<file path="src/inc/dcto_regs.svh">
`ifndef DCTO_REGS_SVH
`define DCTO_REGS_SVH

// ------------------------------
// register offsets (byte addresses, one aligned word each)
// ------------------------------
`define DCTO_OFF_CTRL      8'h00
`define DCTO_OFF_SETPT     8'h04
`define DCTO_OFF_STATUS    8'h08
`define DCTO_OFF_IRQ_STAT  8'h0c
`define DCTO_OFF_IRQ_MASK  8'h10
`define DCTO_OFF_SPEED     8'h14

// ------------------------------
// field positions
// ------------------------------
`define DCTO_CTRL_RUN      0
`define DCTO_CTRL_RESTART  1
`define DCTO_ST_CHAN_A     0
`define DCTO_ST_CHAN_B     1
`define DCTO_ST_TORQUE     2
`define DCTO_ST_TRIP       3
`define DCTO_ST_LATCH      4
`define DCTO_ST_FEEDBACK   5
`define DCTO_ST_RUNNING    6
`define DCTO_EV_TRIP       0
`define DCTO_EV_LATCH      1
`define DCTO_EV_FEEDBACK   2
`define DCTO_EV_STOPPED    3
`define DCTO_EV_W          4

// ------------------------------
// reset values
// ------------------------------
`define DCTO_RST_CTRL      1'b0
`define DCTO_RST_SETPT     16'h0000
`define DCTO_RST_MASK      4'h0

// ------------------------------
// timing
// ------------------------------
`define DCTO_CLK_HZ        25000000
`define DCTO_DISC_MS       3000
`define DCTO_SIMUL_MS      1000
`define DCTO_RESP_US       10000
`define DCTO_RAMP_US       1000
`define DCTO_DISC_CYC      ((`DCTO_CLK_HZ / 1000) * `DCTO_DISC_MS)
`define DCTO_SIMUL_CYC     ((`DCTO_CLK_HZ / 1000) * `DCTO_SIMUL_MS)
`define DCTO_RESP_CYC      ((`DCTO_CLK_HZ / 1000000) * `DCTO_RESP_US)
`define DCTO_RAMP_CYC      ((`DCTO_CLK_HZ / 1000000) * `DCTO_RAMP_US)
`define DCTO_RAMP_STEP     16

`endif

</file>
<file path="src/inc/dcto_pkg.sv">
`default_nettype none

package dcto_pkg;
    typedef enum logic [1:0] {ST_IDLE, ST_RUN, ST_STOP, ST_TRIP} dcto_state_t;
    typedef logic [15:0] dcto_speed_t;
endpackage

`default_nettype wire

</file>
<file path="src/inc/dcto_chan_if.sv">
`default_nettype none

// one safety channel as seen by the monitor
interface dcto_chan_if;
    logic present;
    logic recent;
    logic disc_over;
    logic peer_present;

    modport chan (output present, output recent, output disc_over, input peer_present);
    modport mon  (input present, input recent, input disc_over, output peer_present);
endinterface

`default_nettype wire

</file>
<file path="src/verilog/dcto_chan.sv">
`include "dcto_regs.svh"
`default_nettype none

module dcto_chan #(
    parameter int SIMUL_CYC = `DCTO_SIMUL_CYC,
    parameter int DISC_CYC  = `DCTO_DISC_CYC
) (
    input  wire logic   clk_i,
    input  wire logic   rst_i,
    input  wire logic   enable_in_i,
    dcto_chan_if.chan   ch
);
    localparam int EW = $clog2(SIMUL_CYC + 2);
    localparam int DW = $clog2(DISC_CYC + 2);
    localparam logic [EW-1:0] EL_MAX = EW'(SIMUL_CYC + 1);
    localparam logic [DW-1:0] DI_MAX = DW'(DISC_CYC + 1);

    logic          sync1_q;
    logic          sync2_q;
    logic [EW-1:0] elapsed_q;
    logic [DW-1:0] disc_q;

    // two-stage synchroniser, resets to absent so the safe state wins
    always_ff @(posedge clk_i) begin
        if (rst_i) begin
            sync1_q <= 1'b0;
            sync2_q <= 1'b0;
        end else begin
            sync1_q <= enable_in_i;
            sync2_q <= sync1_q;
        end
    end

    // time since this channel dropped, saturating just past the window
    always_ff @(posedge clk_i) begin
        if (rst_i || sync2_q) begin
            elapsed_q <= '0;
        end else if (elapsed_q != EL_MAX) begin
            elapsed_q <= elapsed_q + 1'b1;
        end
    end

    // discrepancy time: only counts while the peer is still present
    always_ff @(posedge clk_i) begin
        if (rst_i || sync2_q || !ch.peer_present) begin
            disc_q <= '0;
        end else if (disc_q != DI_MAX) begin
            disc_q <= disc_q + 1'b1;
        end
    end

    assign ch.present   = sync2_q;
    assign ch.recent    = !sync2_q && (elapsed_q < EL_MAX);
    assign ch.disc_over = (disc_q == DI_MAX);
endmodule // dcto_chan

`default_nettype wire

</file>
<file path="src/verilog/dcto_monitor.sv">
// Operation
// - after power-up with both enables present: no error, feedback low
// - both enables present plus run with setpoint: torque on, run at setpoint
// - brief channel A loss: torque off at once, trip flagged, feedback low
// - brief channel B loss: torque off at once, trip flagged, feedback low
// - both enables back plus restart: trip clears, runs at setpoint again
// - single channel absent beyond discrepancy limit sets a torque-off latch
// - latch set: restart refused, trip persists, feedback stays low
// - latch clears only by power-on reset; then restart works, feedback low
// - both enables removed within the window: feedback output asserted
// - both absent: run refused, trip flagged at once, feedback held high
// - both enables reasserted: feedback drops three clocks later, once the enables are synchronised
// - after dual removal and return, restart clears trip and resumes running
// - normal stop with enables present: ramp to rest, no trip, feedback low
// - torque removed well within the response limit after torque-off
`include "dcto_regs.svh"
`default_nettype none

module dcto_monitor
    import dcto_pkg::*;
#(
    parameter int SIMUL_CYC = `DCTO_SIMUL_CYC,
    parameter int DISC_CYC  = `DCTO_DISC_CYC,
    parameter int RAMP_CYC  = `DCTO_RAMP_CYC,
    parameter int RAMP_STEP = `DCTO_RAMP_STEP
) (
    input  wire logic        clk_i,
    input  wire logic        rst_i,
    input  wire logic        chan_a_enable_in_i,
    input  wire logic        chan_b_enable_in_i,
    input  wire logic        wb_cyc_i,
    input  wire logic        wb_stb_i,
    input  wire logic        wb_we_i,
    input  wire logic [7:0]  wb_adr_i,
    input  wire logic [3:0]  wb_sel_i,
    input  wire logic [31:0] wb_dat_i,
    output logic      [31:0] wb_dat_o,
    output logic             wb_ack_o,
    output logic             torque_en_o,
    output logic      [15:0] speed_o,
    output logic             torque_off_feedback_out_o,
    output logic             trip_o,
    output logic             fault_latch_o,
    output logic             irq_o
);
    // ------------------------------
    // helpers
    // ------------------------------
    localparam int RW = $clog2(RAMP_CYC + 1);
    localparam dcto_speed_t STEP = 16'(RAMP_STEP);

    function automatic logic hit(input logic [7:0] adr, input logic [7:0] off);
        hit = (adr[7:2] == off[7:2]);
    endfunction

    // ------------------------------------------------------------------
    // channel front ends
    // ------------------------------------------------------------------
    logic [1:0] en_in;
    logic [1:0] present;
    logic [1:0] recent;
    logic [1:0] disc_over;

    assign en_in = {chan_b_enable_in_i, chan_a_enable_in_i};

    dcto_chan_if chif[2] ();

    for (genvar i = 0; i < 2; i++) begin : g_chan
        dcto_chan #(
            .SIMUL_CYC (SIMUL_CYC),
            .DISC_CYC  (DISC_CYC)
        ) u_chan (
            .clk_i       (clk_i),
            .rst_i       (rst_i),
            .enable_in_i (en_in[i]),
            .ch          (chif[i])
        );
        // each channel's discrepancy timer watches the other one
        assign chif[i].peer_present = chif[1-i].present;
        assign present[i]   = chif[i].present;
        assign recent[i]    = chif[i].recent;
        assign disc_over[i] = chif[i].disc_over;
    end

    logic torque_off;
    assign torque_off = !(present[0] && present[1]);

    // ------------------------------------------------------------------
    // wishbone slave
    // ------------------------------------------------------------------
    logic        ack_q;
    logic        acc;
    logic        wr;
    logic        rd;
    logic        run_q;
    logic        run_prev_q;
    logic        restart_q;
    dcto_speed_t setpt_q;
    logic [`DCTO_EV_W-1:0] mask_q;
    logic [`DCTO_EV_W-1:0] istat_q;
    logic [31:0] rdata;
    dcto_state_t state_q;
    dcto_speed_t speed_q;
    logic        trip_q;
    logic        latch_q;
    logic        fb_q;
    logic        torque_q;

    // access completes at the edge where ack is already high
    assign acc = wb_cyc_i && wb_stb_i && ack_q;
    assign wr  = acc && wb_we_i;
    assign rd  = acc && !wb_we_i;

    // one wait state, ack for exactly one cycle per request
    always_ff @(posedge clk_i) begin
        if (rst_i) begin
            ack_q <= 1'b0;
        end else begin
            ack_q <= wb_cyc_i && wb_stb_i && !ack_q;
        end
    end

    // read mux; unmapped offsets read as zero
    always_comb begin
        rdata = 32'h0000_0000;
        if (hit(wb_adr_i, `DCTO_OFF_CTRL)) begin
            rdata[`DCTO_CTRL_RUN] = run_q;
        end else if (hit(wb_adr_i, `DCTO_OFF_SETPT)) begin
            rdata[15:0] = setpt_q;
        end else if (hit(wb_adr_i, `DCTO_OFF_STATUS)) begin
            rdata[`DCTO_ST_CHAN_A]   = present[0];
            rdata[`DCTO_ST_CHAN_B]   = present[1];
            rdata[`DCTO_ST_TORQUE]   = torque_q;
            rdata[`DCTO_ST_TRIP]     = trip_q;
            rdata[`DCTO_ST_LATCH]    = latch_q;
            rdata[`DCTO_ST_FEEDBACK] = fb_q;
            rdata[`DCTO_ST_RUNNING]  = (state_q == ST_RUN);
        end else if (hit(wb_adr_i, `DCTO_OFF_IRQ_STAT)) begin
            rdata[`DCTO_EV_W-1:0] = istat_q;
        end else if (hit(wb_adr_i, `DCTO_OFF_IRQ_MASK)) begin
            rdata[`DCTO_EV_W-1:0] = mask_q;
        end else if (hit(wb_adr_i, `DCTO_OFF_SPEED)) begin
            rdata[15:0] = speed_q;
        end
    end

    // read data captured as ack rises
    always_ff @(posedge clk_i) begin
        if (rst_i) begin
            wb_dat_o <= 32'h0000_0000;
        end else if (wb_cyc_i && wb_stb_i && !ack_q) begin
            wb_dat_o <= rdata;
        end
    end

    // control registers, byte lanes honoured
    always_ff @(posedge clk_i) begin
        if (rst_i) begin
            run_q     <= `DCTO_RST_CTRL;
            restart_q <= 1'b0;
            setpt_q   <= `DCTO_RST_SETPT;
            mask_q    <= `DCTO_RST_MASK;
        end else begin
            restart_q <= 1'b0;
            if (wr && wb_sel_i[0] && hit(wb_adr_i, `DCTO_OFF_CTRL)) begin
                run_q     <= wb_dat_i[`DCTO_CTRL_RUN];
                restart_q <= wb_dat_i[`DCTO_CTRL_RESTART];
            end
            if (wr && hit(wb_adr_i, `DCTO_OFF_SETPT)) begin
                if (wb_sel_i[0]) setpt_q[7:0]  <= wb_dat_i[7:0];
                if (wb_sel_i[1]) setpt_q[15:8] <= wb_dat_i[15:8];
            end
            if (wr && wb_sel_i[0] && hit(wb_adr_i, `DCTO_OFF_IRQ_MASK)) begin
                mask_q <= wb_dat_i[`DCTO_EV_W-1:0];
            end
        end
    end

    // ------------------------------------------------------------------
    // run command and ramp tick
    // ------------------------------------------------------------------
    logic          start;
    logic          ramp_tick_q;
    logic [RW-1:0] ramp_cnt_q;

    // a fresh run command is a rising run bit or restart with run held
    assign start = (run_q && !run_prev_q) || (restart_q && run_q);

    always_ff @(posedge clk_i) begin
        if (rst_i) begin
            run_prev_q <= 1'b0;
        end else begin
            run_prev_q <= run_q;
        end
    end

    // ramp divider: one-cycle enable every RAMP_CYC clocks
    always_ff @(posedge clk_i) begin
        if (rst_i) begin
            ramp_cnt_q  <= '0;
            ramp_tick_q <= 1'b0;
        end else begin
            ramp_tick_q <= (ramp_cnt_q == RW'(RAMP_CYC - 1));
            if (ramp_cnt_q == RW'(RAMP_CYC - 1)) begin
                ramp_cnt_q <= '0;
            end else begin
                ramp_cnt_q <= ramp_cnt_q + 1'b1;
            end
        end
    end

    // ------------------------------------------------------------------
    // fault latch and feedback
    // ------------------------------------------------------------------
    // only the power-on reset clears it; no register write can
    always_ff @(posedge clk_i) begin
        if (rst_i) begin
            latch_q <= 1'b0;
        end else if (|disc_over) begin
            latch_q <= 1'b1;
        end
    end

    // feedback only when both dropped inside the window
    always_ff @(posedge clk_i) begin
        if (rst_i) begin
            fb_q <= 1'b0;
        end else if (present[0] || present[1]) begin
            fb_q <= 1'b0;
        end else if (recent[0] && recent[1]) begin
            fb_q <= 1'b1;
        end
    end

    // ------------------------------------------------------------------
    // drive sequencer
    // ------------------------------------------------------------------
    logic trip_req;

    // torque-off while driving or under a run command trips at once
    assign trip_req = latch_q || (torque_off &&
                      (state_q == ST_RUN || state_q == ST_STOP || run_q));

    always_ff @(posedge clk_i) begin
        if (rst_i) begin
            state_q <= ST_IDLE;
            trip_q  <= 1'b0;
        end else begin
            case (state_q)
                ST_IDLE: begin
                    if (trip_req) begin
                        state_q <= ST_TRIP;
                        trip_q  <= 1'b1;
                    end else if (start) begin
                        state_q <= ST_RUN;
                    end
                end
                ST_RUN: begin
                    if (trip_req) begin
                        state_q <= ST_TRIP;
                        trip_q  <= 1'b1;
                    end else if (!run_q) begin
                        state_q <= ST_STOP;
                    end
                end
                ST_STOP: begin
                    if (trip_req) begin
                        state_q <= ST_TRIP;
                        trip_q  <= 1'b1;
                    end else if (start) begin
                        state_q <= ST_RUN;
                    end else if (speed_q == 16'h0000) begin
                        state_q <= ST_IDLE;
                    end
                end
                ST_TRIP: begin
                    // latched faults refuse every restart
                    if (start && !torque_off && !latch_q) begin
                        state_q <= ST_RUN;
                        trip_q  <= 1'b0;
                    end
                end
                default: begin
                    state_q <= ST_TRIP;
                    trip_q  <= 1'b1;
                end
            endcase
        end
    end

    // torque gate: drops the cycle after the synchronised loss
    always_ff @(posedge clk_i) begin
        if (rst_i) begin
            torque_q <= 1'b0;
        end else begin
            torque_q <= !torque_off && !latch_q && !trip_req &&
                        (state_q == ST_RUN || state_q == ST_STOP);
        end
    end

    // speed demand: ramps in run and stop, zero (coast) otherwise
    always_ff @(posedge clk_i) begin
        if (rst_i) begin
            speed_q <= 16'h0000;
        end else if (state_q == ST_IDLE || state_q == ST_TRIP || trip_req) begin
            speed_q <= 16'h0000;
        end else if (ramp_tick_q) begin
            if (state_q == ST_RUN && speed_q < setpt_q) begin
                speed_q <= (setpt_q - speed_q > STEP) ? speed_q + STEP : setpt_q;
            end else if (state_q == ST_RUN && speed_q > setpt_q) begin
                speed_q <= (speed_q - setpt_q > STEP) ? speed_q - STEP : setpt_q;
            end else if (state_q == ST_STOP) begin
                speed_q <= (speed_q > STEP) ? speed_q - STEP : 16'h0000;
            end
        end
    end

    // ------------------------------------------------------------------
    // interrupts
    // ------------------------------------------------------------------
    logic                  trip_prev_q;
    logic                  latch_prev_q;
    logic                  fb_prev_q;
    logic [`DCTO_EV_W-1:0] ev;

    always_ff @(posedge clk_i) begin
        if (rst_i) begin
            trip_prev_q  <= 1'b0;
            latch_prev_q <= 1'b0;
            fb_prev_q    <= 1'b0;
        end else begin
            trip_prev_q  <= trip_q;
            latch_prev_q <= latch_q;
            fb_prev_q    <= fb_q;
        end
    end

    always_comb begin
        ev = '0;
        ev[`DCTO_EV_TRIP]     = trip_q && !trip_prev_q;
        ev[`DCTO_EV_LATCH]    = latch_q && !latch_prev_q;
        ev[`DCTO_EV_FEEDBACK] = fb_q && !fb_prev_q;
        ev[`DCTO_EV_STOPPED]  = (state_q == ST_STOP) && (speed_q == 16'h0000)
                                && !trip_req && !start;
    end

    // read clears; an event in the same cycle still sets
    always_ff @(posedge clk_i) begin
        if (rst_i) begin
            istat_q <= '0;
        end else if (rd && hit(wb_adr_i, `DCTO_OFF_IRQ_STAT)) begin
            istat_q <= ev;
        end else begin
            istat_q <= istat_q | ev;
        end
    end

    always_ff @(posedge clk_i) begin
        if (rst_i) begin
            irq_o <= 1'b0;
        end else begin
            irq_o <= |((istat_q | ev) & mask_q);
        end
    end

    // ------------------------------
    // outputs
    // ------------------------------
    assign wb_ack_o                  = ack_q;
    assign torque_en_o               = torque_q;
    assign speed_o                   = speed_q;
    assign torque_off_feedback_out_o = fb_q;
    assign trip_o                    = trip_q;
    assign fault_latch_o             = latch_q;
endmodule // dcto_monitor

`default_nettype wire
</file>
<file path="config.mk">
export PLATFORM = sky130hd
export DESIGN_NAME = dcto_monitor
export DESIGN_NICKNAME = d
export VERILOG_FILES = /design/src/inc/dcto_pkg.sv /design/src/inc/dcto_chan_if.sv /design/src/verilog/dcto_chan.sv /design/src/verilog/dcto_monitor.sv
export VERILOG_INCLUDE_DIRS = /design/src /design/src/inc
export SDC_FILE = /design/constraint.sdc
export NUM_CORES = 1
export LEC_CHECK = 0
export ABC_AREA = 1
export BUFFER_PORTS_ARGS = -buffer_cell sky130_fd_sc_hd__clkbuf_2
export CORE_ASPECT_RATIO = 1.2
export CORE_MARGIN = 3
export CORE_UTILIZATION = 54
export CTS_CLUSTER_SIZE = 12
export DETAILED_ROUTE_END_ITERATION = 8
export PLACE_DENSITY = 0.84
export SLEW_MARGIN = 20
export SYNTH_ARGS = -nofsm -noshare
export SYNTH_HDL_FRONTEND = slang
export SYNTH_SLANG_ARGS = --single-unit
</file>
<file path="constraint.sdc">
create_clock -name clk_i -period 7.85 [get_ports clk_i]
set_clock_uncertainty 0.05 [all_clocks]
set_input_delay 0.785 -clock clk_i [delete_from_list [all_inputs] [get_ports clk_i]]
set_output_delay 0.785 -clock clk_i [all_outputs]
set_load 0.01 [all_outputs]
</file>
# Word level (Yosys, flattened, before mapping)

Index checks and enable logic that the tools add are counted.

Register bits: 194
Bits of input ports: 51
Output and inout bits: 54
Logic and storage cells: 166

Add/subtract/negate cells: 9
Order comparisons: 7
Equal/unequal tests: 20
Muxes and demuxes: 29
Bitwise operators: 3
Reductions and logical operators: 69

Operators with widths:

| operator                | number |
|---|---|
| $mux W16                | 8 |
| $add A27 B1 Y27 const B | 2 |
| $eq A27 B27 Y1 const B  | 2 |
| $ne A27 B27 Y1 const B  | 2 |
| $add A25 B1 Y25 const B | 2 |
| $lt A25 B25 Y1 const B  | 2 |
| $ne A25 B25 Y1 const B  | 2 |
| $gt A16 B5 Y1 const B   | 3 |
| $sub A16 B16 Y16        | 2 |
| $logic_and A1 B1 Y1     | 30 |
| $mux W12                | 2 |
| $add A16 B5 Y16 const B | 1 |
| $gt A16 B16 Y1          | 1 |
| $logic_not A16 Y1       | 1 |
| $lt A16 B16 Y1          | 1 |
| $mux W2                 | 8 |
| $sub A16 B5 Y16 const B | 1 |
| $add A15 B1 Y15 const B | 1 |
| $eq A15 B15 Y1 const B  | 1 |
| $mux W15                | 1 |
| $eq A6 B2 Y1 const B    | 2 |
| $eq A6 B3 Y1 const B    | 2 |
| $logic_not A1 Y1        | 12 |
| $mux W4                 | 3 |
| other kinds (24)        | 45 |

# Logic depth before layout (Yosys ltp)

Gate-level depths: netlist of run 1.

Depth in word-level cells: 11
Mapped depth: 23
Gate-level depth less buffers: 21

# Modules after synthesis

From an unflattened synthesis of run 1, not the netlist that was laid out.

Cell total of the unflattened synthesis: 2231
Area total of the unflattened synthesis: 13718.2 um2

Modules (own cells, without submodules):

| module       | instances | cells each | area each (um2) | seq. area each (um2) |
|---|---|---|---|---|
| dcto_monitor | 1         | 1133       | 7011.7          | 1721.7 |
| dcto_chan    | 2         | 549        | 3353.2          | 1081.0 |

# Least setup slack after synthesis of run 1

No wires, ideal clock.

Path type: register -> register
Start: reg speed_q[10], in the netlist speed_o[10]
End: reg speed_q[8], in the netlist speed_o[8]
Library setup time: 0.120 ns
Data arrival time: 2.579 ns
Required time: 7.680 ns
Setup slack: 5.101 ns
Cell stages (with the launch flop): 22
Buffers on the path: 2
Period minus slack after synthesis: 2.749 ns
Path through: dfxtp_1 -> clkbuf_1 -> inv_1 -> ha_1 -> nand2_1 -> inv_1 -> nand2_2 -> nor3_1 -> nand2_1 -> nand2_1 -> nand2_1 -> nand2_1 -> nand3_2 -> nor2_4 -> nand2_2 -> buf_2 -> nand2_1 -> nand3_1 -> nand2_1 -> clkinv_1 -> nand2_1 -> a21oi_1

Word-level cells in the longest chain between the ends: 5
Elaborated cells between the ends (all ways): 17
Those cells by class: add/sub: 2; order compare: 5; mux: 6; reduce/logical: 4

RTL lines:

| what                                                     | RTL line                                 | text |
|---|---|---|
| start, declared                                          | dcto_monitor.sv:103                      | `dcto_speed_t speed_q;` |
| start signal, assigned                                   | dcto_monitor.sv:309                      | `speed_q <= (setpt_q - speed_q > STEP) ? speed_q + STEP : setpt_q;` |
| start signal, assigned                                   | dcto_monitor.sv:311                      | `speed_q <= (speed_q - setpt_q > STEP) ? speed_q - STEP : setpt_q;` |
| start signal, assigned                                   | dcto_monitor.sv:313                      | `speed_q <= (speed_q > STEP) ? speed_q - STEP : 16'h0000;` |
| $sub A16 B16 Y16 / $gt A16 B5 Y1 (equally long branches) | dcto_monitor.sv:311, dcto_monitor.sv:313 |  |
| $gt A16 B5 Y1 / $mux W16 (equally long branches)         | dcto_monitor.sv:311, dcto_monitor.sv:313 |  |
| $mux W16, on equally long branches                       | dcto_monitor.sv:311, dcto_monitor.sv:312 |  |
| $mux W16                                                 | dcto_monitor.sv:310                      | `end else if (state_q == ST_RUN && speed_q > setpt_q) begin` |
| $mux W16                                                 | dcto_monitor.sv:308                      | `if (state_q == ST_RUN && speed_q < setpt_q) begin` |

Several ways; a longest one is shown, not always the timed one. The select of a mux whose other input is x is not followed.
A chain may end at the register's enable or synchronous reset.

# Worst setup path in the final report of run 1

Start: reg speed_q[7], in the netlist speed_o[7]
End: reg speed_q[1], in the netlist speed_o[1]

Same word-level chain as after synthesis.

==> impl_metrics.csv, run 1 <==
group,metric,value,unit
status,outcome,"completed",
sta,setup_tns,0,ps
synth,synth-edff-count,0,
cts,cts_post_setup_buffers_inserted,0,
sta,layout_min_cycle_time,3866,ps
sta,hold-worst-slack,367.2,ps
global_routing,grt_max_degree,34,
global_routing,grt_antenna_before_repair,0,
critical_path,critical-path-top-cell-by-count,"nand2_1",
die,die_area,24210,um^2
critical_path,worst_setup_path_start_kind,"flop",
synth,postSynthRegisterBits,194,
cts,cts.sinks,194,
critical_path,timing.setup.critical_path_class,"reg -> reg",
die,floorplan.initialDensity,55.29,%
placed_design,gp_routability_congestion,0.9617,
critical_path,critical-path-top-delay-family,"simple AND/OR/NAND/NOR gates",
global_routing,track_usage,26.05,%
cts,tritoncts,"yes",
synth,yosys_warnings,0,
placed_design,portBuffers,68,
job,maximum_capacitance_violations,0,
synth,synth.lib_cells_used.distinct,51,
routing,post-route-drc-count,0,
critical_path,cp_data_required_time,8160,ps
critical_path,timing.critical_path.buf_inv,4,
critical_path,critPathCaptureType,"flop",
critical_path,cpMaxStageDelayCell,"inv_1",
pwr,power_density,155.7,nW/um^2
hold_path,min-delay-path-class,"reg -> reg",
routing,route.detailed.vias_per_inst,5.473,
synth,synth_area,12080,um^2
critical_path,critPathMaxFanout,16,
cts,postCtsResizedCells,0,
cts,cts-htree-levels,4,
die,rows,59,
synth,synth_area_per_cell,6.349,um^2
synth,yosys_most_used_dff,"dfxtp_1",
die,dieHeight,169.9,um
critical_path,worstPathArrival,4180,ps
pwr,ir_worst_vdd,0.0001256,V
die,floorplan.core_area,21850,um^2
routing,detail_route.iter0.violations,823,
cts,number_of_buffers_inserted_during_clock_tree_synthesis,17,
synth,proportion_of_register_bits_with_asynchronous_set_or_reset_after_synthesis,0,%
final_layout,total_number_of_nets_in_the_final_design,2059,
cts,ctsLongestPathBuffers,2,
sta,final_setup_vio_count,0,
routing,drt_first_pass_iters,5,
placed_design,dpl.hpwl,24140,um
cts,cts.clk_slew.worst_paths,80,ps
global_routing,grt_pass1_vias,11561,
cts,clkLatencyLatePin,450,ps
sta,finalCritPeriodShare,49.25,%
critical_path,cell_by_cell_listing_of_the_critical_path,"clkinv_1 > ha_1 > nand2_1 > inv_1 > nand2_1 > nand2_1 > inv_2 > nand2_1 > nand2_1 > nand3_1 > inv_1 > nor2_1 > nor2_1 > nand3_2 > nand2_1 > nor3b_1",
routing,vias,12288,
global_routing,overflow,0,
synth,synthCells,1903,
final_layout,share_of_post_route_cells_with_drive_strength_above_1,7.763,%
sta,report.final.hold_viol_count,0,
die,io_pins,105,
final_layout,layout-area-overhead-vs-synth,8.958,%
sta,rsz_0062_raised_after_global_routing,"no",
routing,totalWireLength,31720,um
cts,cts_hold_repair.buffers,0,
sta,drv_slew,0,
sta,fmax,0.2587,GHz
cts,root_buffer,"clkbuf_16",
pwr,power.leakage,5.567,nW
final_layout,diodes,0,
global_routing,first_pass_grt_wire_length,52300,um
routing,antenna_violating_nets_post_route,0,
synth,seq_area_frac_synth,32.15,%
critical_path,cp_slowest_stage_delay,650,ps
sta,worst_rel_slew_slack,36.33,%
sta,worst-slew-pin-transition,954.0,ps
routing,post_dr_wirelength_cell,14.13,um
die,chipWidth,142.5,um
[where the power goes]
part           switching, mW  total [mW]  internal [mW]
logic                  0.103       0.152         0.0488
registers             0.0163        1.02           1.00
clock network          0.425       0.880          0.454
total                  0.544        2.05           1.51
[logic make-up after synthesis]
family,after synthesis,synth area share (%)
simple gates,936,33.96
buf+inv,367,12.07
compound gates,332,14.89
flops,194,32.15
fa+ha+maj,50,5.240
xor+xnor,23,1.667
other cells,1,0.03104
[per-layer routing]
metal / vias up / GRT usage, % / wire (um)
met2: 358 / 47.83 / 16280
met1: 5594 / 29.56 / 12600
met3: 103 / 3.232 / 1510
li1: 6233 / - / -
met4: 0 / 12.57 / 1326
met5: - / 0 / 0
[cells in the mapped netlist (5+ instances only)]
library cell | count | area share (%)
xor2_1 | 21 | 1.5
inv_2 | 6 | 0.19
nor3_1 | 51 | 2.1
clkinv_1 | 8 | 0.25
nor2_2 | 9 | 0.47
a31oi_1 | 7 | 0.36
a21oi_1 | 183 | 7.6
o211ai_1 | 5 | 0.31
inv_1 | 304 | 9.4
dfxtp_1 | 194 | 32
nand2_2 | 7 | 0.36
nand3_1 | 101 | 4.2
nand2_1 | 478 | 15
buf_4 | 18 | 1.1
nor2_1 | 181 | 5.6
nor4_1 | 25 | 1.3
o21ai_0 | 84 | 3.5
clkbuf_1 | 24 | 0.75
o22ai_1 | 17 | 0.88
or2_2 | 15 | 0.78
nand4_1 | 42 | 2.2
ha_1 | 49 | 5.1
o21a_1 | 12 | 0.75
o21ai_1 | 5 | 0.21
[sequential cells by signal, indices dropped and copies added, names as in the netlist, 4 cells and up]
name,cells
g_chan.u_chan.elapsed_q,50
speed_o,16
g_chan.u_chan.disc_q,54
mask_q,4
ramp_cnt_q,15
wb_dat_o,16
setpt_q,16
istat_q,4
[final timing paths]
check | start | cells past startpoint | to | slack, ps
min | g_chan[1].u_chan.sync1_q | 2 | g_chan[1].u_chan.ch.present | 370
max | speed_o[7] | 16 | speed_o[1] | 3980
max reg2reg | speed_o[7] | 16 | speed_o[1] | 3980
min reg2reg | g_chan[1].u_chan.sync1_q | 2 | g_chan[1].u_chan.ch.present | 370
[cells in the final DEF (no fill, tap or decap), types with 3 or more instances in the layout]
master	n
clkbuf_16	17
nand2_1	478
a31oi_1	7
conb_1	16
clkbuf_2	68
nor3_2	4
a21oi_1	183
clkinv_1	8
and3_1	4
nor2_2	9
xor2_1	21
nor2_1	181
o21ai_0	84
a221oi_1	4
nor3b_1	4
inv_6	4
nor2_4	4
nand4_1	42
nand3_2	3
o21a_1	12
o21ai_1	5
nor4_1	25
o211ai_1	5
inv_1	304
nand3_1	101
inv_2	6
inv_8	6
or2_2	15
o221ai_1	4
o22ai_1	17
dfxtp_1	194
nor3_1	50
nand2_2	7
o31ai_1	3
ha_1	49
[worst reg2reg max path, cell delays in order, from the launching register on]
cell,delay [ps]
dfxtp_1,490
clkinv_1,260
ha_1,470
nand2_1,170
inv_1,70
nand2_1,80
nand2_1,80
inv_2,60
nand2_1,60
nand2_1,80
nand3_1,550
inv_1,660
nor2_1,100
nor2_1,140
nand3_2,190
nand2_1,100
nor3b_1,170
[final cells by class]
class / instances / area [um^2]
clock buffer: 17 / 425.4
clock inverter: 15 / 161.4
fill: 2113 / 8687
inverter: 318 / 1194
multi-input combinational: 1357 / 6802
sequential: 194 / 3884
tap: 274 / 342.8
timing repair buffer: 70 / 355.3
[through the flow]
step | cells | total power, mW | setup WS [ps] | cell area, um^2 | utilization [%]
after floorplan | 1918 | 1.147 | 5101 | 12140 | -
after global placement | 2213 | 1.182 | 3789 | 12580 | 57.56
after detailed placement | 2213 | 1.189 | 3711 | 12580 | 57.56
after CTS | 2245 | 2.061 | 4107 | 13160 | 60.24
after global routing | 2245 | 2.123 | 3661 | 13160 | 60.24
final | 2245 | 2.050 | 3984 | 13160 | 60.24
(Power assumes the default switching activity.)
==> run 2, diff against run 1 <==
--- a/config.mk
+++ b/config.mk
@@ -6,14 +6,14 @@
 export SDC_FILE = /design/constraint.sdc
 export NUM_CORES = 1
 export LEC_CHECK = 0
-export ABC_AREA = 1
+export ABC_AREA = 0
 export BUFFER_PORTS_ARGS = -buffer_cell sky130_fd_sc_hd__clkbuf_2
 export CORE_ASPECT_RATIO = 1.2
 export CORE_MARGIN = 3
 export CORE_UTILIZATION = 54
 export CTS_CLUSTER_SIZE = 12
 export DETAILED_ROUTE_END_ITERATION = 8
-export PLACE_DENSITY = 0.84
+export PLACE_DENSITY = 0.85
 export SLEW_MARGIN = 20
 export SYNTH_ARGS = -nofsm -noshare
 export SYNTH_HDL_FRONTEND = slang
==> constraint.sdc (replaced) <==
create_clock -name clk_i -period 3.9 [get_ports clk_i]
set_clock_uncertainty 0.05 [all_clocks]
set_input_delay 0.39 -clock clk_i [delete_from_list [all_inputs] [get_ports clk_i]]
set_output_delay 0.39 -clock clk_i [all_outputs]
set_load 0.01 [all_outputs]
==> impl_metrics.csv, run 2 <==
group,metric,value,unit
status,outcome,"completed",
synth,synthCells,1375,
synth,postSynthRegisterBits,194,
final_layout,mostFrequentLayoutCell,"dfxtp_1",
critical_path,timing.setup.critical_path_class,"reg -> reg",
cts,cts_post_setup_buffers_inserted,0,
final_layout,layout-area-overhead-vs-synth,11.17,%
critical_path,critPathMaxFanout,8,
routing,totalWireLength,27490,um
synth,synth-edff-count,0,
pwr,power_density,345.3,nW/um^2
synth,synth_area_per_cell,7.999,um^2
die,dieHeight,162.3,um
cts,cts.clk_slew.worst_paths,80,ps
sta,drv_slew,0,
routing,post_dr_wirelength_cell,16.06,um
synth,synth.area.top_cells,"dfxtp_1, nor2_1, xor2_1",
final_layout,final_util,61.89,%
synth,synth_area,11000,um^2
cts,ctsLongestPathBuffers,2,
hold_path,min-delay-path-class,"in -> reg",
final_layout,layout.cells.most_common_list,"dfxtp_1, nor2_1, nand2_1",
synth,synthAdderAreaFrac,5.756,%
routing,antenna_violating_nets_post_route,0,
global_routing,grt_antenna_before_repair,0,
final_layout,nFillCells,1672,
sta,finalCritPeriodShare,94.51,%
placed_design,portBuffers,68,
die,io_pins,105,
synth,synth_cell_count_leaders,"dfxtp_1, nor2_1, nand2_1",
cts,clkLatencyLatePin,430,ps
critical_path,setup.reg_to_reg.worst_slack,210,ps
final_layout,reg.largest.list,"g_chan.u_chan.disc_q x54, g_chan.u_chan.elapsed_q x50",
pwr,power_switching,0.9923,mW
synth,post_synth_mux_area_share,1.877,%
cts,cts.sinks,194,
global_routing,track_usage,24.48,%
final_layout,total_number_of_nets_in_the_final_design,1539,
sta,fmax,0.2713,GHz
pwr,sequentialPowerShare,49.0,%
synth,synthMostInstantiatedCell,"dfxtp_1",
pwr,switching_share,23.50,%
synth,yosysTopAreaCell,"dfxtp_1",
pwr,share_of_total_power_in_the_clock_network,43.8,%
sta,worst-slew-pin-transition,877.1,ps
die,die_area,22120,um^2
synth,synth_xor_xnor_area_share,9.476,%
critical_path,worstPathArrival,3970,ps
global_routing,first_pass_grt_wire_length,45150,um
routing,route.detailed.vias_per_inst,5.869,
synth,post_synth_and_or_nand_nor_area_fraction,27.16,%
cts,tritoncts,"yes",
sta,rsz_0062_raised_after_global_routing,"no",
routing,post-route-drc-count,0,
cts,cts_hold_repair.buffers,0,
job,maximum_capacitance_violations,0,
final_layout,share_of_post_route_cells_with_drive_strength_above_1,12.22,%
sta,worst_rel_slew_slack,41.39,%
pwr,power.combinational.fraction,7.2,%
synth,seq_area_frac_synth,35.31,%
critical_path,worst_setup_path_start_kind,"flop",
sta,report.final.hold_viol_count,0,
global_routing,grt_pass1_vias,9513,
cts,cts-htree-levels,4,
cts,root_buffer,"clkbuf_16",
placed_design,gp_routability_congestion,0.9603,
sta,layout_min_cycle_time,3686,ps
synth,synth.lib_cells_used.distinct,87,
synth,yosys_warnings,0,
synth,proportion_of_register_bits_with_asynchronous_set_or_reset_after_synthesis,0,%
cts,postCtsResizedCells,0,
die,floorplan.initialDensity,55.67,%
synth,synth_top_family_by_area,"simple AND/OR/NAND/NOR gates",
critical_path,cp_data_required_time,4180,ps
final_layout,final-seq-area,3884,um^2
routing,detail_route.iter0.violations,637,
die,rows,56,
synth,synth_compound_area_share,15.20,%
pwr,ir_worst_vdd,0.0002810,V
placed_design,dpl.hpwl,20100,um
final_layout,largest_register_by_flop_count,"g_chan.u_chan.disc_q",
final_layout,largest_register_ffs,54,
global_routing,overflow,0,
routing,drt_first_pass_iters,7,
cts,number_of_buffers_inserted_during_clock_tree_synthesis,17,
die,floorplan.core_area,19760,um^2
pwr,power.leakage,4.613,nW
routing,vias,10042,
die,chipWidth,136.3,um
global_routing,grt_max_degree,48,
sta,setup_tns,0,ps
synth,yosysTopAreaCellShare,35.31,%
sta,final_setup_vio_count,0,
pwr,power.internal,3.229,mW
synth,yosys_most_used_dff,"dfxtp_1",
critical_path,critPathCaptureType,"flop",
final_layout,area_of_the_multi_input_gates,6615,um^2
==> run 2: cell families after synthesis <==
family,after synthesis
compound gates,256
buf+inv,125
mux,19
simple gates,611
flops,194
fa+ha+maj,50
xor+xnor,119
other cells,1
==> run 2: worst paths after layout <==
check | from | endpoint | depth (start not counted)
worst max register to register | setpt_q[1] | speed_o[4] | 11
worst max-delay path | setpt_q[1] | speed_o[4] | 11
worst min register to register | g_chan[0].u_chan.sync1_q | g_chan[0].u_chan.ch.present | 1
worst min-delay path | wb_dat_i[10] | setpt_q[10] | 3
==> run 2: power by group through the flow <==
stage / Clock [mW] / Sequential, mW / Combinational [mW]
global placement: 0 / 2.11 / 0.282
global route: 1.94 / 2.07 / 0.335
detailed placement: 0 / 2.11 / 0.291
finish: 1.85 / 2.07 / 0.304
CTS: 1.87 / 2.07 / 0.301
floorplan: 0 / 2.11 / 0.213
==> run 2: layout make-up <==
type,instances,area share [%]
antenna,1,0.02046
clock buffer,19,3.622
clock inverter,11,1.453
inverter,55,1.688
multi-input combinational,1071,54.10
sequential,194,31.76
tap,261,2.671
timing repair buffer,99,4.686
==> run 2: worst max-delay path, stage by stage, from the launching register on <==
cell,delay (ps)
dfxtp_1,490
ha_1,350
nor2b_1,150
o211ai_1,280
nand2_1,190
or2_2,300
a2111oi_0,520
nand4b_1,350
nor3_1,290
or2_2,300
a221oi_2,100
a211oi_1,220
==> run 2: per-layer routing <==
| layer | vias to the layer above | track usage, % | share of wire (%) |
|---|---|---|---|
| met5 | - | 0 | 0 |
| met1 | 4698 | 30.34 | 41 |
| li1 | 4903 | - | - |
| met4 | 0 | 8.570 | 2.6 |
| met2 | 373 | 42.05 | 49 |
| met3 | 68 | 5.130 | 7.6 |
==> run 2: through the flow <==
step                hold slack (ps)  power, mW  setup slack [ps]  cell area [um^2]  instances
floorplan                     363.8      2.320             313.7             11060       1390
global placement              366.7      2.392             370.0             11590       1680
detailed placement            374.5      2.404             325.1             11590       1680
finish                        136.1      4.222             214.2             12230       1711
CTS                           124.1      4.238             313.4             12210       1710
global route                  131.7      4.353             5.816             12230       1710
==> run 3, diff against run 2 <==
--- a/config.mk
+++ b/config.mk
@@ -9,7 +9,6 @@
 export ABC_AREA = 0
 export BUFFER_PORTS_ARGS = -buffer_cell sky130_fd_sc_hd__clkbuf_2
 export CORE_ASPECT_RATIO = 1.2
-export CORE_MARGIN = 3
 export CORE_UTILIZATION = 54
 export CTS_CLUSTER_SIZE = 12
 export DETAILED_ROUTE_END_ITERATION = 8
==> impl_metrics.csv, run 3 (same netlist as run 2, synthesis figures left out) <==
group,metric,value,unit
critical_path,critical-path-top-cell-by-count,"o21ai_1",
global_routing,grt_antenna_before_repair,1,
global_routing,first_pass_grt_wire_length,45090,um
global_routing,overflow,0,
sta,setup_tns,0,ps
cts,tritoncts,"yes",
critical_path,worstPathArrival,3960,ps
sta,finalCritPeriodShare,95.05,%
cts,cts.sinks,194,
critical_path,endpoint_of_the_worst_register_to_register_path,"speed_o[7]",
cts,postCtsResizedCells,0,
pwr,power.leakage,4.651,nW
critical_path,timing.setup.critical_path_class,"reg -> reg",
cts,root_buffer,"clkbuf_16",
critical_path,critical-path-top-delay-family,"compound AO/OA/AOI/OAI gates",
critical_path,r2r.worst_path.cells,13,
critical_path,worst_setup_path_start_kind,"flop",
placed_design,gp_routability_congestion,0.9648,
sta,report.final.hold_viol_count,0,
sta,layout_min_cycle_time,3707,ps
cts,cts_post_setup_buffers_inserted,0,
routing,detail_route.iter0.violations,768,
final_layout,final_util,62.01,%
routing,totalWireLength,27610,um
final_layout,layout.cell_area.non_filler,12250,um^2
sta,worst_setup_margin,193.2,ps
placed_design,pre_cts_slack,249.7,ps
placed_design,portBuffers,68,
critical_path,timing.critical_path.buf_inv,1,
routing,antenna_violating_nets_post_route,0,
die,io_pins,105,
critical_path,critPathMaxFanout,10,
placed_design,placedInstanceArea,11640,um^2
die,chipWidth,132.3,um
placed_design,dp.cells,1687,
critical_path,regToRegStartpoint,"setpt_q[0]",
final_layout,mostFrequentLayoutCell,"dfxtp_1",
routing,post_dr_wirelength_cell,16.05,um
cts,cts-htree-levels,4,
pwr,power_density,338.6,nW/um^2
final_layout,largest_register_by_flop_count,"g_chan.u_chan.disc_q",
final_layout,nFillCells,1699,
cts,ctsLongestPathBuffers,2,
routing,post-route-drc-count,0,
die,rows,56,
pwr,totalPowerFinal,4.149,mW
global_routing,grt_pass1_vias,9689,
critical_path,cp_data_required_time,4160,ps
final_layout,final_cells,1720,
final_layout,largest_register_ffs,54,
placed_design,dpl.hpwl,20150,um
die,floorplan.initialDensity,55.67,%
sta,final_setup_vio_count,0,
cts,cts.clk_slew.worst_paths,70,ps
final_layout,layout.cells.most_common_list,"dfxtp_1, nor2_1, nand2_1",
routing,vias,10171,
die,dieHeight,158.3,um
cts,cts_hold_repair.buffers,0,
critical_path,critPathCaptureType,"flop",
sta,rsz_0062_raised_after_global_routing,"no",
critical_path,setup.reg_to_reg.worst_slack,190,ps
hold_path,min-delay-path-class,"in -> reg",
critical_path,cp_slowest_stage_delay,400,ps
hold_path,hold_start,"chan_b_enable_in_i",
critical_path,worst-path-stages,13,
routing,route.detailed.vias_per_inst,5.913,
final_layout,total_number_of_nets_in_the_final_design,1546,
die,die_area,20950,um^2
global_routing,track_usage,26.38,%
sta,worst-slew-pin-transition,931.7,ps
hold_path,timing.hold.worst_path_depth,2,
hold_path,worst_hold_path.endpoint,"g_chan[1].u_chan.sync1_q",
final_layout,share_of_post_route_cells_with_drive_strength_above_1,12.69,%
routing,drt_first_pass_iters,5,
job,maximum_capacitance_violations,0,
global_routing,grt_max_degree,63,
final_layout,layout-area-overhead-vs-synth,11.39,%
critical_path,cpMaxStageDelayCell,"fa_1",
sta,worst_rel_slew_slack,37.73,%
sta,fmax,0.2698,GHz
pwr,ir_worst_vdd,0.0003374,V
sta,drv_slew,0,
sta,hold-worst-slack,131.1,ps
status,outcome,"completed",
final_layout,reg.largest.list,"g_chan.u_chan.disc_q x54, g_chan.u_chan.elapsed_q x50",
die,floorplan.core_area,19760,um^2
cts,clkLatencyLatePin,430,ps
cts,number_of_buffers_inserted_during_clock_tree_synthesis,17,
critical_path,cell_by_cell_listing_of_the_critical_path,"ha_1 > fa_1 > nand2b_1 > a211oi_2 > o21ai_1 > o31a_2 > nor4_2 > o2111ai_1 > nor4b_4 > buf_4 > nor2_2 > a221oi_2 > o21ai_1",
## run 3: cell count changes in the layout (fill, tap and decap cells not counted)
cell	delta
ha_1	+1
clkbuf_8	+1
buf_4	+7
clkinvlp_4	-2
clkbuf_1	-1
bufinv_16	-2
ha_2	-1
inv_6	+2
a2111oi_1	+1
inv_8	+1
clkinv_2	+3
a2111oi_2	-1
## run 3: final cells by class
| cell class | instances | area [um^2] | area share (%) |
|---|---|---|---|
| Antenna cell | 1 | 2.502 | 0.02042 |
| Clock buffer | 19 | 452.9 | 3.697 |
| Clock inverter | 13 | 146.4 | 1.195 |
| Inverter | 55 | 206.4 | 1.685 |
| Multi-Input combinational cell | 1071 | 6608 | 53.93 |
| Sequential cell | 194 | 3884 | 31.70 |
| Tap cell | 261 | 326.6 | 2.665 |
| Timing Repair Buffer | 106 | 625.6 | 5.106 |
## run 3: per-layer routing
layer  vias to the layer above  GRT usage (%)  share of wire (%)
li1                       4918              -                  -
met1                      4789          31.18                 42
met2                       392          46.94                 49
met3                        72          4.585                5.9
met4                         0          11.93                3.0
met5                         -              0                  0
## run 3: worst register-to-register path: stages (launching register included)
cell and delay (ps):
dfxtp_1 370, ha_1 230, fa_1 400, nand2b_1 210, a211oi_2 330, o21ai_1 180, o31a_2 370, nor4_2 290
o2111ai_1 210, nor4b_4 240, buf_4 230, nor2_2 110, a221oi_2 260, o21ai_1 100
## run 3: power breakdown
| group | internal [mW] | switching (mW) |
|---|---|---|
| combinational | 0.114 | 0.188 |
| clock | 0.993 | 0.784 |
| sequential | 2.02 | 0.0450 |
| total | 3.13 | 1.02 |
## run 3: worst max-delay path by stage
stage / start / end
after detailed placement: setpt_q[0] / speed_o[1]
final: setpt_q[0] / speed_o[7]
after global placement: speed_o[0] / speed_o[7]
after floorplan: speed_o[8] / speed_o[7]
after global routing: speed_o[0] / speed_o[7]
after CTS: setpt_q[0] / speed_o[1]
